===== config.mk =====
export PLATFORM = sky130hd
export DESIGN_NAME = lfs_live_status
export DESIGN_NICKNAME = d
export VERILOG_FILES = /design/src/core/lfs_pkg.sv /design/src/core/lfs_chan_fault.sv /design/src/core/lfs_latch_bit.sv /design/src/core/lfs_live_status.sv
export SDC_FILE = /design/constraint.sdc
export NUM_CORES = 1
export LEC_CHECK = 0
export ABC_AREA = 0
export BUFFER_PORTS_ARGS = -buffer_cell sky130_fd_sc_hd__buf_2
export CORE_MARGIN = 3
export CORE_UTILIZATION = 47
export CTS_CLUSTER_DIAMETER = 30
export CTS_CLUSTER_SIZE = 12
export DETAILED_ROUTE_END_ITERATION = 10
export MAX_ROUTING_LAYER = met4
export PLACE_DENSITY = 0.81
export SLEW_MARGIN = 20
export SYNTH_ARGS = -nofsm -noshare
export SYNTH_HDL_FRONTEND = slang
export SYNTH_HIERARCHICAL = 1
export SYNTH_SLANG_ARGS = --single-unit
export TNS_END_PERCENT = 20

===== constraint.sdc =====
create_clock -name clock -period 1.5 [get_ports clock]
set_input_delay 0.3 -clock clock [delete_from_list [all_inputs] [get_ports clock]]
set_output_delay 0.3 -clock clock [all_outputs]
set_load 0.1 [all_outputs]

===== src/core/lfs_pkg.sv =====
// Package with register map, field positions and reset values of the bank.
package lfs_pkg;
  localparam int          LFS_ADDR_W      = 8;
  localparam int          LFS_DATA_W      = 8;
  localparam logic [7:0]  LFS_OFF_EVT0    = 8'h3C;
  localparam logic [7:0]  LFS_OFF_OUT1    = 8'h40;
  localparam logic [7:0]  LFS_OFF_OUT2    = 8'h41;
  localparam logic [7:0]  LFS_OFF_EVT1    = 8'h42;
  localparam logic [7:0]  LFS_OFF_EVT2    = 8'h43;
  localparam logic [7:0]  LFS_OFF_LTCH1   = 8'h3A;
  localparam logic [7:0]  LFS_OFF_LTCH2   = 8'h3B;
  localparam logic [7:0]  LFS_RESET_VALUE = 8'h00;
  // Implemented bit masks; every other position is reserved and reads 0.
  localparam logic [7:0]  LFS_MASK_EVT0   = 8'hC0;
  localparam logic [7:0]  LFS_MASK_OUT1   = 8'hF0;
  localparam logic [7:0]  LFS_MASK_OUT2   = 8'hF1;
  localparam logic [7:0]  LFS_MASK_EVT1   = 8'h0E;
  localparam logic [7:0]  LFS_MASK_EVT2   = 8'hF0;
  localparam int          LFS_BIT_CLK_ERR = 7;
  localparam int          LFS_BIT_PLL_LCK = 6;
  localparam int          LFS_BIT_POS_SC  = 7;
  localparam int          LFS_BIT_NEG_SC  = 6;
  localparam int          LFS_BIT_POS_VG  = 5;
  localparam int          LFS_BIT_NEG_VG  = 4;
  localparam int          LFS_BIT_REG_SC  = 0;
  localparam int          LFS_BIT_INSERT  = 3;
  localparam int          LFS_BIT_REMOVE  = 2;
  localparam int          LFS_BIT_HOOK    = 1;
  localparam int          LFS_BIT_GPA_UP  = 7;
  localparam int          LFS_BIT_GPA_LO  = 6;
  localparam int          LFS_BIT_VAD_UP  = 5;
  localparam int          LFS_BIT_VAD_DN  = 4;
endpackage


===== src/core/lfs_chan_fault.sv =====
// Packs one output channel's fault sources into its live register.
`timescale 1ns/1ps
`default_nettype none
module lfs_chan_fault
  import lfs_pkg::*;
(
  input  wire logic       clock,
  input  wire logic       rst_n,
  input  wire logic       pos_short,
  input  wire logic       neg_short,
  input  wire logic       pos_vground,
  input  wire logic       neg_vground,
  input  wire logic       extra_bit0,
  input  wire logic [7:0] mask,
  output logic      [7:0] live
);
  logic [7:0] next_live;

  // Bit positions are identical for both channels; only bit 0 differs.
  always_comb
  begin
    next_live                 = 8'h00;
    next_live[LFS_BIT_POS_SC] = pos_short;
    next_live[LFS_BIT_NEG_SC] = neg_short;
    next_live[LFS_BIT_POS_VG] = pos_vground;
    next_live[LFS_BIT_NEG_VG] = neg_vground;
    next_live[LFS_BIT_REG_SC] = extra_bit0;
    next_live                 = next_live & mask;
  end

  // Sampled each cycle, never held, so a cleared fault clears the bit.
  always_ff @(posedge clock)
  begin
    if (!rst_n)
      live <= LFS_RESET_VALUE;
    else
      live <= next_live;
  end
endmodule
`default_nettype wire


===== src/core/lfs_latch_bit.sv =====
// One sticky latched copy of a source that clears when read.
`timescale 1ns/1ps
`default_nettype none
module lfs_latch_bit #(
  parameter int WIDTH = 8
)(
  input  wire logic             clock,
  input  wire logic             rst_n,
  input  wire logic [WIDTH-1:0] source,
  input  wire logic             rd_clear,
  output logic      [WIDTH-1:0] latched
);
  // A source that is high in the clearing cycle wins over the clear.
  always_ff @(posedge clock)
  begin
    if (!rst_n)
      latched <= '0;
    else if (rd_clear)
      latched <= source;
    else
      latched <= latched | source;
  end
endmodule
`default_nettype wire


===== src/core/lfs_live_status.sv =====
// Live fault and event status bank with its register read port.
`timescale 1ns/1ps
`default_nettype none
// Functional notes
// - Bit 7 at 0x3C shows clock error.
// - Bit 6 at 0x3C shows PLL lock.
// - Reserved bits read zero; host writes zero.
// - Bit 7 at 0x40: channel one positive short.
// - Bit 6 at 0x40: channel one negative short.
// - Bit 5 at 0x40: channel one positive vground.
// - Bit 4 at 0x40: channel one negative vground.
// - Bit 7 at 0x41: channel two positive short.
// - Bit 6 at 0x41: channel two negative short.
// - Bit 5 at 0x41: channel two positive vground.
// - Bit 4 at 0x41: channel two negative vground.
// - Bit 0 at 0x41: regulator short fault.
// - Bit 3 at 0x42: headset inserted.
// - Bit 2 at 0x42: headset removed.
// - Bit 1 at 0x42: hook button event.
// - Bit 7 at 0x43: analog input above threshold.
// - Bit 6 at 0x43: analog input below threshold.
// - Bit 5 at 0x43: voice power-up detect.
// - Bit 4 at 0x43: voice power-down detect.
// - Live bits follow sources, never latched.
// - Latched copies self-clear on read, independently.
module lfs_live_status
  import lfs_pkg::*;
(
  input  wire logic                  clock,
  input  wire logic                  rst_n,
  input  wire logic                  clock_error,
  input  wire logic                  pll_lock,
  input  wire logic                  chan_one_pos_short,
  input  wire logic                  chan_one_neg_short,
  input  wire logic                  chan_one_pos_vground,
  input  wire logic                  chan_one_neg_vground,
  input  wire logic                  chan_two_pos_short,
  input  wire logic                  chan_two_neg_short,
  input  wire logic                  chan_two_pos_vground,
  input  wire logic                  chan_two_neg_vground,
  input  wire logic                  regulator_short_live,
  input  wire logic                  headset_insert,
  input  wire logic                  headset_remove,
  input  wire logic                  headset_hook,
  input  wire logic                  gpa_above_upper,
  input  wire logic                  gpa_below_lower,
  input  wire logic                  vad_power_up,
  input  wire logic                  vad_power_down,
  input  wire logic                  reg_rd,
  input  wire logic                  reg_wr,
  input  wire logic [LFS_ADDR_W-1:0] reg_addr,
  input  wire logic [LFS_DATA_W-1:0] reg_wdata,
  output logic      [LFS_DATA_W-1:0] reg_rdata,
  output logic                       reg_hit
);
  import lfs_pkg::*;

  logic [7:0] live_event_status_zero;
  logic [7:0] output_one_fault_live;
  logic [7:0] output_two_fault_live;
  logic [7:0] live_event_status_one;
  logic [7:0] live_event_status_two;
  logic [7:0] next_evt0;
  logic [7:0] next_evt1;
  logic [7:0] next_evt2;
  logic [7:0] latch_one;
  logic [7:0] latch_two;
  logic [7:0] next_rdata;
  logic       next_hit;
  logic       clr_one;
  logic       clr_two;

  // Channel fault packing is shared, so it lives in one small module.
  lfs_chan_fault u_out_one (
    .clock       (clock),
    .rst_n       (rst_n),
    .pos_short   (chan_one_pos_short),
    .neg_short   (chan_one_neg_short),
    .pos_vground (chan_one_pos_vground),
    .neg_vground (chan_one_neg_vground),
    .extra_bit0  (1'b0),
    .mask        (LFS_MASK_OUT1),
    .live        (output_one_fault_live)
  );

  lfs_chan_fault u_out_two (
    .clock       (clock),
    .rst_n       (rst_n),
    .pos_short   (chan_two_pos_short),
    .neg_short   (chan_two_neg_short),
    .pos_vground (chan_two_pos_vground),
    .neg_vground (chan_two_neg_vground),
    .extra_bit0  (regulator_short_live),
    .mask        (LFS_MASK_OUT2),
    .live        (output_two_fault_live)
  );

  // Event registers are rebuilt from sources every cycle.
  always_comb
  begin
    next_evt0                  = 8'h00;
    next_evt0[LFS_BIT_CLK_ERR] = clock_error;
    next_evt0[LFS_BIT_PLL_LCK] = pll_lock;
    next_evt1                  = 8'h00;
    next_evt1[LFS_BIT_INSERT]  = headset_insert;
    next_evt1[LFS_BIT_REMOVE]  = headset_remove;
    next_evt1[LFS_BIT_HOOK]    = headset_hook;
    next_evt2                  = 8'h00;
    next_evt2[LFS_BIT_GPA_UP]  = gpa_above_upper;
    next_evt2[LFS_BIT_GPA_LO]  = gpa_below_lower;
    next_evt2[LFS_BIT_VAD_UP]  = vad_power_up;
    next_evt2[LFS_BIT_VAD_DN]  = vad_power_down;
  end

  // No write path reaches these flops, so host writes cannot disturb them.
  always_ff @(posedge clock)
  begin
    if (!rst_n)
    begin
      live_event_status_zero <= LFS_RESET_VALUE;
      live_event_status_one  <= LFS_RESET_VALUE;
      live_event_status_two  <= LFS_RESET_VALUE;
    end
    else
    begin
      live_event_status_zero <= next_evt0 & LFS_MASK_EVT0;
      live_event_status_one  <= next_evt1 & LFS_MASK_EVT1;
      live_event_status_two  <= next_evt2 & LFS_MASK_EVT2;
    end
  end

  // Latched copies feed from sources, not from the live flops.
  assign clr_one = reg_rd && (reg_addr == LFS_OFF_LTCH1);
  assign clr_two = reg_rd && (reg_addr == LFS_OFF_LTCH2);

  lfs_latch_bit #(.WIDTH(8)) u_latch_one (
    .clock    (clock),
    .rst_n    (rst_n),
    .source   (next_evt1 & LFS_MASK_EVT1),
    .rd_clear (clr_one),
    .latched  (latch_one)
  );

  lfs_latch_bit #(.WIDTH(8)) u_latch_two (
    .clock    (clock),
    .rst_n    (rst_n),
    .source   (next_evt2 & LFS_MASK_EVT2),
    .rd_clear (clr_two),
    .latched  (latch_two)
  );

  // Read decode; unmapped addresses answer zero with no hit.
  always_comb
  begin
    next_rdata = 8'h00;
    next_hit   = 1'b1;
    case (reg_addr)
      LFS_OFF_EVT0:  next_rdata = live_event_status_zero;
      LFS_OFF_OUT1:  next_rdata = output_one_fault_live;
      LFS_OFF_OUT2:  next_rdata = output_two_fault_live;
      LFS_OFF_EVT1:  next_rdata = live_event_status_one;
      LFS_OFF_EVT2:  next_rdata = live_event_status_two;
      LFS_OFF_LTCH1: next_rdata = latch_one;
      LFS_OFF_LTCH2: next_rdata = latch_two;
      default:       next_hit   = 1'b0;
    endcase
  end

  // Read data is registered; it is one cycle behind the read strobe.
  // The write data port exists for the host but is deliberately unused.
  always_ff @(posedge clock)
  begin
    if (!rst_n)
    begin
      reg_rdata <= LFS_RESET_VALUE;
      reg_hit   <= 1'b0;
    end
    else if (reg_rd)
    begin
      reg_rdata <= next_rdata;
      reg_hit   <= next_hit;
    end
    else
    begin
      reg_rdata <= LFS_RESET_VALUE;
      reg_hit   <= 1'b0;
    end
  end

  // Assertions guard the read path and the live mirroring.
  clk_err_live_a: assert property (@(posedge clock) disable iff (!rst_n)
    $past(rst_n) |-> live_event_status_zero[LFS_BIT_CLK_ERR]
      == $past(clock_error))
    else $error("clock error live bit wrong");
  pll_lock_live_a: assert property (@(posedge clock) disable iff (!rst_n)
    $past(rst_n) |-> live_event_status_zero[LFS_BIT_PLL_LCK]
      == $past(pll_lock))
    else $error("pll lock live bit wrong");
  reserved_zero_a: assert property (@(posedge clock) disable iff (!rst_n)
    ((live_event_status_zero & ~LFS_MASK_EVT0) == 8'h00) &&
    ((output_two_fault_live & ~LFS_MASK_OUT2) == 8'h00))
    else $error("reserved bit nonzero");
  out1_short_a: assert property (@(posedge clock) disable iff (!rst_n)
    $past(rst_n) |-> output_one_fault_live[7:6]
      == $past({chan_one_pos_short, chan_one_neg_short}))
    else $error("channel one short bits wrong");
  reg_short_a: assert property (@(posedge clock) disable iff (!rst_n)
    $past(rst_n) |-> output_two_fault_live[LFS_BIT_REG_SC]
      == $past(regulator_short_live))
    else $error("regulator short bit wrong");
  headset_live_a: assert property (@(posedge clock) disable iff (!rst_n)
    $past(rst_n) |-> live_event_status_one[3:1]
      == $past({headset_insert, headset_remove, headset_hook}))
    else $error("headset live bits wrong");
  vad_gpa_live_a: assert property (@(posedge clock) disable iff (!rst_n)
    $past(rst_n) |-> live_event_status_two[7:4] == $past({gpa_above_upper,
      gpa_below_lower, vad_power_up, vad_power_down}))
    else $error("analog or voice live bits wrong");
  live_read_a: assert property (@(posedge clock) disable iff (!rst_n)
    (reg_rd && reg_addr == LFS_OFF_EVT2) |=>
      (reg_rdata == $past(live_event_status_two)) && reg_hit)
    else $error("live read data wrong");
  write_ignored_a: assert property (@(posedge clock) disable iff (!rst_n)
    (reg_wr && !reg_rd && $past(rst_n)) |=> (live_event_status_one
      == ($past(next_evt1) & LFS_MASK_EVT1)))
    else $error("write disturbed live register");
  latch_sticky_a: assert property (@(posedge clock) disable iff (!rst_n)
    (headset_insert && !clr_one) |=> latch_one[LFS_BIT_INSERT])
    else $error("latched copy lost an event");
  unmapped_a: assert property (@(posedge clock) disable iff (!rst_n)
    (reg_rd && reg_addr == 8'h00) |=> (!reg_hit && reg_rdata == 8'h00))
    else $error("unmapped read answered");

  read_evt0_c: cover property (@(posedge clock) disable iff (!rst_n)
    reg_rd && reg_addr == LFS_OFF_EVT0 && live_event_status_zero != 8'h00);
  read_out2_c: cover property (@(posedge clock) disable iff (!rst_n)
    reg_rd && reg_addr == LFS_OFF_OUT2 && output_two_fault_live[0]);
  clear_latch_c: cover property (@(posedge clock) disable iff (!rst_n)
    clr_two && latch_two != 8'h00);
  fault_gone_c: cover property (@(posedge clock) disable iff (!rst_n)
    output_one_fault_live[7] ##1 !output_one_fault_live[7]);
endmodule
`default_nettype wire


==> results of run 1 <==
[power by group through the flow]
stage | clock [mW] | combinational (mW) | sequential [mW]
after floorplan | 0 | 0.144 | 1.26
after global placement | 0 | 0.214 | 1.27
after detailed placement | 0 | 0.219 | 1.27
after CTS | 0.799 | 0.221 | 1.24
after global routing | 0.862 | 0.249 | 1.25
final | 0.775 | 0.222 | 1.24
[routing by layer]
metal | up-vias | global-route usage | part of all wire
met5 | - | - | 0
met2 | 32 | 0.2977 | 0.50
met3 | 6 | 0.05990 | 0.049
li1 | 723 | - | -
met1 | 635 | 0.2063 | 0.43
met4 | 0 | 0.08861 | 0.019
[cell families after synthesis]
kind of cell,Yosys count,synth area share
multiplexers,11,0.06141
AND/OR/NAND/NOR,65,0.2310
flip-flops,44,0.4913
other,4,0.008372
AO/OA/AOI/OAI,40,0.1598
buffers and inverters,14,0.04815
[metrics by stage]
stage / instances / area [um2]
floorplan: 200 / 1894
global placement: 289 / 2193
detailed placement: 289 / 2193
finish: 297 / 2288
global route: 297 / 2288
CTS: 297 / 2288
[cells in the mapped netlist]
cell type,n,area [um2]
o21ai_0,5,25.02
or4b_4,1,13.76
dfxtp_1,44,880.8
buf_2,1,5.000
clkbuf_1,1,3.750
or3b_1,1,8.760
and2_1,11,68.82
nand2_1,2,7.510
buf_4,8,60.06
nand3b_1,1,7.510
and2_0,1,6.260
nor4_2,2,25.02
a211oi_1,1,7.510
nor2_1,9,33.78
conb_1,4,15.01
and3_1,10,62.56
nand2b_1,1,6.260
a21oi_1,5,25.02
nor2b_1,17,106.4
clkbuf_2,2,10.01
o21ai_1,2,10.01
nor3b_1,1,7.510
inv_1,2,7.510
mux2i_1,11,110.1
a22oi_1,8,60.06
nor3_4,1,16.27
and2_2,2,15.01
o2bb2ai_1,2,17.52
nand2b_2,1,8.760
nand3_1,4,20.02
o21a_1,16,120.1
o211ai_4,1,21.27
[path summary, 6_finish.rpt]
kind | startpoint | end | slack (ps) | cells past startpoint
setup / recovery | reg_rdata[7] | reg_rdata[7] | 160 | 1
hold / removal | pll_lock | live_event_status_zero[6] | 200 | 2
setup reg to reg | u_out_two/live[5] | reg_rdata[5] | 560 | 4
hold reg to reg | u_latch_one/latched[5] | reg_rdata[5] | 460 | 2
[flip-flops by register name (all words and copies together), names as in the netlist]
| signal | count |
|---|---|
| live_event_status_two | 4 |
| u_out_one/live | 5 |
| live_event_status_one | 3 |
| u_out_two/live | 5 |
| live_event_status_zero | 2 |
| reg_hit | 1 |
| reg_rdata | 8 |
| u_latch_two/latched | 8 |
| u_latch_one/latched | 8 |
[area by class of cell]
class	count	share of cell area
Tap cell	46	0.02515
Sequential cell	44	0.3849
Inverter	2	0.003280
Timing Repair Buffer	55	0.1400
Multi-Input combinational cell	142	0.4051
Clock buffer	5	0.03007
Clock inverter	3	0.01148
==> results_dict.tcl, run 1 <==
set metrics [dict create \
    path_cells "buf_2" \
    vias_per_cell 4.700 \
    row_count 21 \
    max_freq_mhz 745.0 \
    comb_power_share 0.099 \
    fp.coreArea_um2 3495 \
    p_sw_frac 0.2497 \
    pwr-share-seq 0.555 \
    dr_total_vias 1396 \
    ir_worst_vdd_v 0.0009407 \
    cts_hold_buf 0 \
    skew_ps 1.738 \
    cts_max_level 2 \
    initial_core_util 0.5131 \
    fin_hold_ws_ps 195.4 \
    cts_setup_buffers 0 \
    area.growth.synth_to_final_pct 27.63 \
    critPathBufInv 1 \
    finalMaxSlewViolations 0 \
    nets 288 \
    clk_pin_slew_ps 90 \
    ant_nets 0 \
    tns_ps 0 \
    gr-total-overflow 0 \
    path_delay_family "buffers and inverters" \
    finalCritPeriodShare 0.8949 \
    gp_congestion 0.7552 \
    drive_gt1_frac 0.2869 \
    p_sw_uw 559.1 \
    p_leak_nw 1.068 \
    routed_wirelength_mm 3.596 \
    cts_buffers 5 \
    hp-class "in -> reg" \
    synthDistinctLibCells 32 \
    ys_warn_count 6 \
    dpl_worst_slack_ps -141.7 \
    fillers 299 \
    criticalPathCategory "reg -> out" \
    cts_tree "built" \
    antenna_found_initial 0 \
    grt_max_degree 22 \
    dieArea_um2 4592 \
    critPathMaxStageDelay_ps 420 \
    final_common_cell "dfxtp_1" \
    drt_iter0_drc 56 \
    hold_violations 0 \
    crit_fanout 1 \
    clk_latency_ps 300 \
    hpwl_mm 2.681 \
    clk_path_buf_depth 2 \
    layout_common_cells "dfxtp_1, buf_2, conb_1" \
    area.sequential_um2 880.8 \
    slowest_stage "buf_2" \
    maxCapViolCount 0 \
    grt_pass1_wl_mm 5.878 \
    seq_area_frac_synth 0.4913 \
    rsz0062_at_grt "false" \
    status "finished, final reports clean" \
    period_minus_slack_ps 1342 \
    avgSynthCellArea_um2 10.07 \
    multi_input_area_um2 927.1 \
    die_h_um 67.77 \
    setup_slack_ps 157.6 \
    syn_inst 178 \
    powerDensity_nw_per_um2 978.2 \
    clkSinkCount 44 \
    arrival_ps 1040 \
    die_w_um 67.77 \
    io_buffers 37 \
    gr-usage-all-layers 0.1851 \
    drc_errors 0 \
    cp-end-kind "output port" \
    p_int_mw 1.679 \
    total_power_mw 2.239 \
    synth_seq_cells 44 \
    required_ps 1200 \
    avgRoutedWirePerCell_um 12.11 \
    p_clk_frac 0.346 \
    setup-violations-final 0 \
    worst_setup_path_start_kind "flip-flop" \
    grt_pass1_vias 1349 \
    syn-cell-area_um2 1793 \
    antenna_cells 0 \
    firstDrtPassIters 4 \
    final_core_util 0.6549 \
    ctsResizeCount 0 \
    ioPinCount 47 \
    root_buffer "clkbuf_8" \
]
No activity file was read; power rests on OpenSTA's default activity.
==> run 2: changes to the inputs <==
--- a/config.mk
+++ b/config.mk
@@ -5,15 +5,16 @@
 export SDC_FILE = /design/constraint.sdc
 export NUM_CORES = 1
 export LEC_CHECK = 0
-export ABC_AREA = 0
+export ABC_AREA = 1
+export ABC_CLOCK_PERIOD_IN_PS = 1500
 export BUFFER_PORTS_ARGS = -buffer_cell sky130_fd_sc_hd__buf_2
 export CORE_MARGIN = 3
-export CORE_UTILIZATION = 47
+export CORE_UTILIZATION = 48
 export CTS_CLUSTER_DIAMETER = 30
 export CTS_CLUSTER_SIZE = 12
 export DETAILED_ROUTE_END_ITERATION = 10
 export MAX_ROUTING_LAYER = met4
-export PLACE_DENSITY = 0.81
+export PLACE_DENSITY = 0.82
 export SLEW_MARGIN = 20
 export SYNTH_ARGS = -nofsm -noshare
 export SYNTH_HDL_FRONTEND = slang
==> run 2 against run 1 <==
Net effect:
- combinational power decreased by 8%
- worst hold slack worse by 9.7 ps
- total power rose by 4.5%
- critical endpoint is now reg_rdata[5]
- count of clock-buffer cells in the layout unchanged
- cell count increased by 26%
- non-clock buffer count shrank 16
==> results_dict.tcl, run 2 <==
set metrics [dict create \
    rrSetupSlack_ps 710 \
    ys_warn_count 6 \
    clk_path_buf_depth 2 \
    drt_iter0_drc 108 \
    ioPinCount 47 \
    slowest_stage "buf_2" \
    yosys-top-cells-area "dfxtp_1, nand3_1, nand2_1, inv_1, nor2_1" \
    synth_seq_cells 44 \
    fin_hold_ws_ps 185.7 \
    ys_top_cells_by_count "nand2_1, nand3_1, dfxtp_1, inv_1, nor2_1" \
    cts_tree "built" \
    final_common_cell "nand2_1" \
    cts_max_level 2 \
    synthDistinctLibCells 18 \
    seq_area_frac_synth 0.4504 \
    initial_core_util 0.5148 \
    dieArea_um2 4876 \
    grt_max_degree 28 \
    clkSinkCount 44 \
    setup-violations-final 0 \
    area.sequential_um2 880.8 \
    avgSynthCellArea_um2 7.270 \
    fp.coreArea_um2 3799 \
    clk_latency_ps 290 \
    ir_worst_vdd_v 0.0005025 \
    die_w_um 69.83 \
    required_ps 1200 \
    layout_common_cells "nand2_1, nand3_1, dfxtp_1" \
    syn-cell-area_um2 1956 \
    nets 364 \
    holdCritStartpoint "clock_error" \
    cp-end-kind "output port" \
    root_buffer "clkbuf_8" \
    rsz0062_at_grt "false" \
    multi_input_area_um2 923.4 \
    synth_ff_type "dfxtp_1" \
    synth_top_cell_by_area "dfxtp_1" \
    ctsResizeCount 0 \
    min_delay_path_depth 3 \
    gr-usage-all-layers 0.1752 \
    netlist.area_leader.share 0.4504 \
    hpwl_mm 2.946 \
    crit_fanout 1 \
    io_buffers 37 \
    holdPathEnd "live_event_status_zero[7]" \
    row_count 22 \
    synth_edf_count 0 \
    gr-total-overflow 0 \
    ant_nets 0 \
    hp-class "in -> reg" \
    firstDrtPassIters 4 \
    path_delay_family "buffers and inverters" \
    yosysMostFrequentCell "nand2_1" \
    drc_errors 0 \
    grt_pass1_vias 1487 \
    worst_r2r_path_depth 4 \
    finalMaxSlewViolations 0 \
    drive_gt1_frac 0.2110 \
    cts_setup_buffers 0 \
    total_power_mw 2.340 \
    maxCapViolCount 0 \
    clk_pin_slew_ps 80 \
    avgRoutedWirePerCell_um 10.34 \
    fillers 363 \
    criticalPathCategory "reg -> out" \
    routed_wirelength_mm 3.877 \
    vias_per_cell 4.413 \
    skew_ps 6.716 \
    period_minus_slack_ps 1327 \
    r2r-start "u_latch_two/latched[6]" \
    finalCritPeriodShare 0.8847 \
    critPathMaxStageDelay_ps 410 \
    cts_hold_buf 0 \
    arrival_ps 1030 \
    r2r-end "reg_rdata[6]" \
    async_reset_ff_frac 0 \
    cts_buffers 5 \
    die_h_um 69.83 \
    p_leak_nw 1.252 \
    max_freq_mhz 753.6 \
    critPathBufInv 1 \
    antenna_cells 0 \
    path_cells "buf_2" \
    tns_ps 0 \
    status "finished, final reports clean" \
    grt_pass1_wl_mm 6.693 \
    area.growth.synth_to_final_pct 18.94 \
    dr_total_vias 1655 \
    hold_violations 0 \
    worst_setup_path_start_kind "flip-flop" \
    powerDensity_nw_per_um2 1006 \
    gp_congestion 0.8414 \
    syn_inst 269 \
    antenna_found_initial 0 \
    reg_top3 "reg_rdata x8, u_latch_one/latched x8, u_latch_two/latched x8" \
]
run 2: worst max path at each step:
stage	startpoint	to	slack, ps	cells after the start
CTS	reg_rdata[5]	reg_rdata[5]	160	1
global placement	reg_addr[6]	reg_rdata[6]	190	9
finish	reg_rdata[5]	reg_rdata[5]	170	1
detailed placement	reg_addr[2]	u_latch_one/latched[7]	160	9
global route	reg_rdata[5]	reg_rdata[5]	130	1
floorplan	reg_hit	reg_hit	290	0
run 2: routing by layer:
metal  vias to the layer above  global-route usage  wire length [um]
li1                        909                   -                 -
met1                       689              0.2393              1720
met2                        52              0.2581              1843
met3                         5             0.03623               266
met4                         0             0.05745                46
met5                         -                   -                 0
run 2: cell type report:
type	instances	area share
clock buffers	5	0.02959
clock inverters	3	0.01829
inverters	40	0.06455
multi-input cells	196	0.3970
flip-flops and latches	44	0.3787
well taps	48	0.02582
repair buffers	39	0.08607
run 2: cell families (layout without fill, tap and decap cells):
family / Yosys count / after routing / share of synthesized area
simple gates: 153 / 153 / 0.3788
buf+inv: 51 / 87 / 0.1196
other cells: 4 / 26 / 0.007675
flops: 44 / 44 / 0.4504
compound gates: 17 / 17 / 0.04351
run 2: per-stage QoR:
stage               worst slack, ps  cell area [um2]  utilization  std cells
detailed placement            161.4             2215       0.5830        367
floorplan                     291.0             2038            -        291
global placement              191.1             2215       0.5830        367
finish                        173.0             2326       0.6123        375
CTS                           164.4             2326       0.6123        375
global route                  125.1             2326       0.6123        375
run 2: power by group:
part           switching [mW]  total (mW)  leakage [nW]  internal (mW)
Sequential             0.0236        1.25         0.364           1.22
Clock                   0.397       0.890        0.0541          0.493
Combinational           0.131       0.204         0.834         0.0732
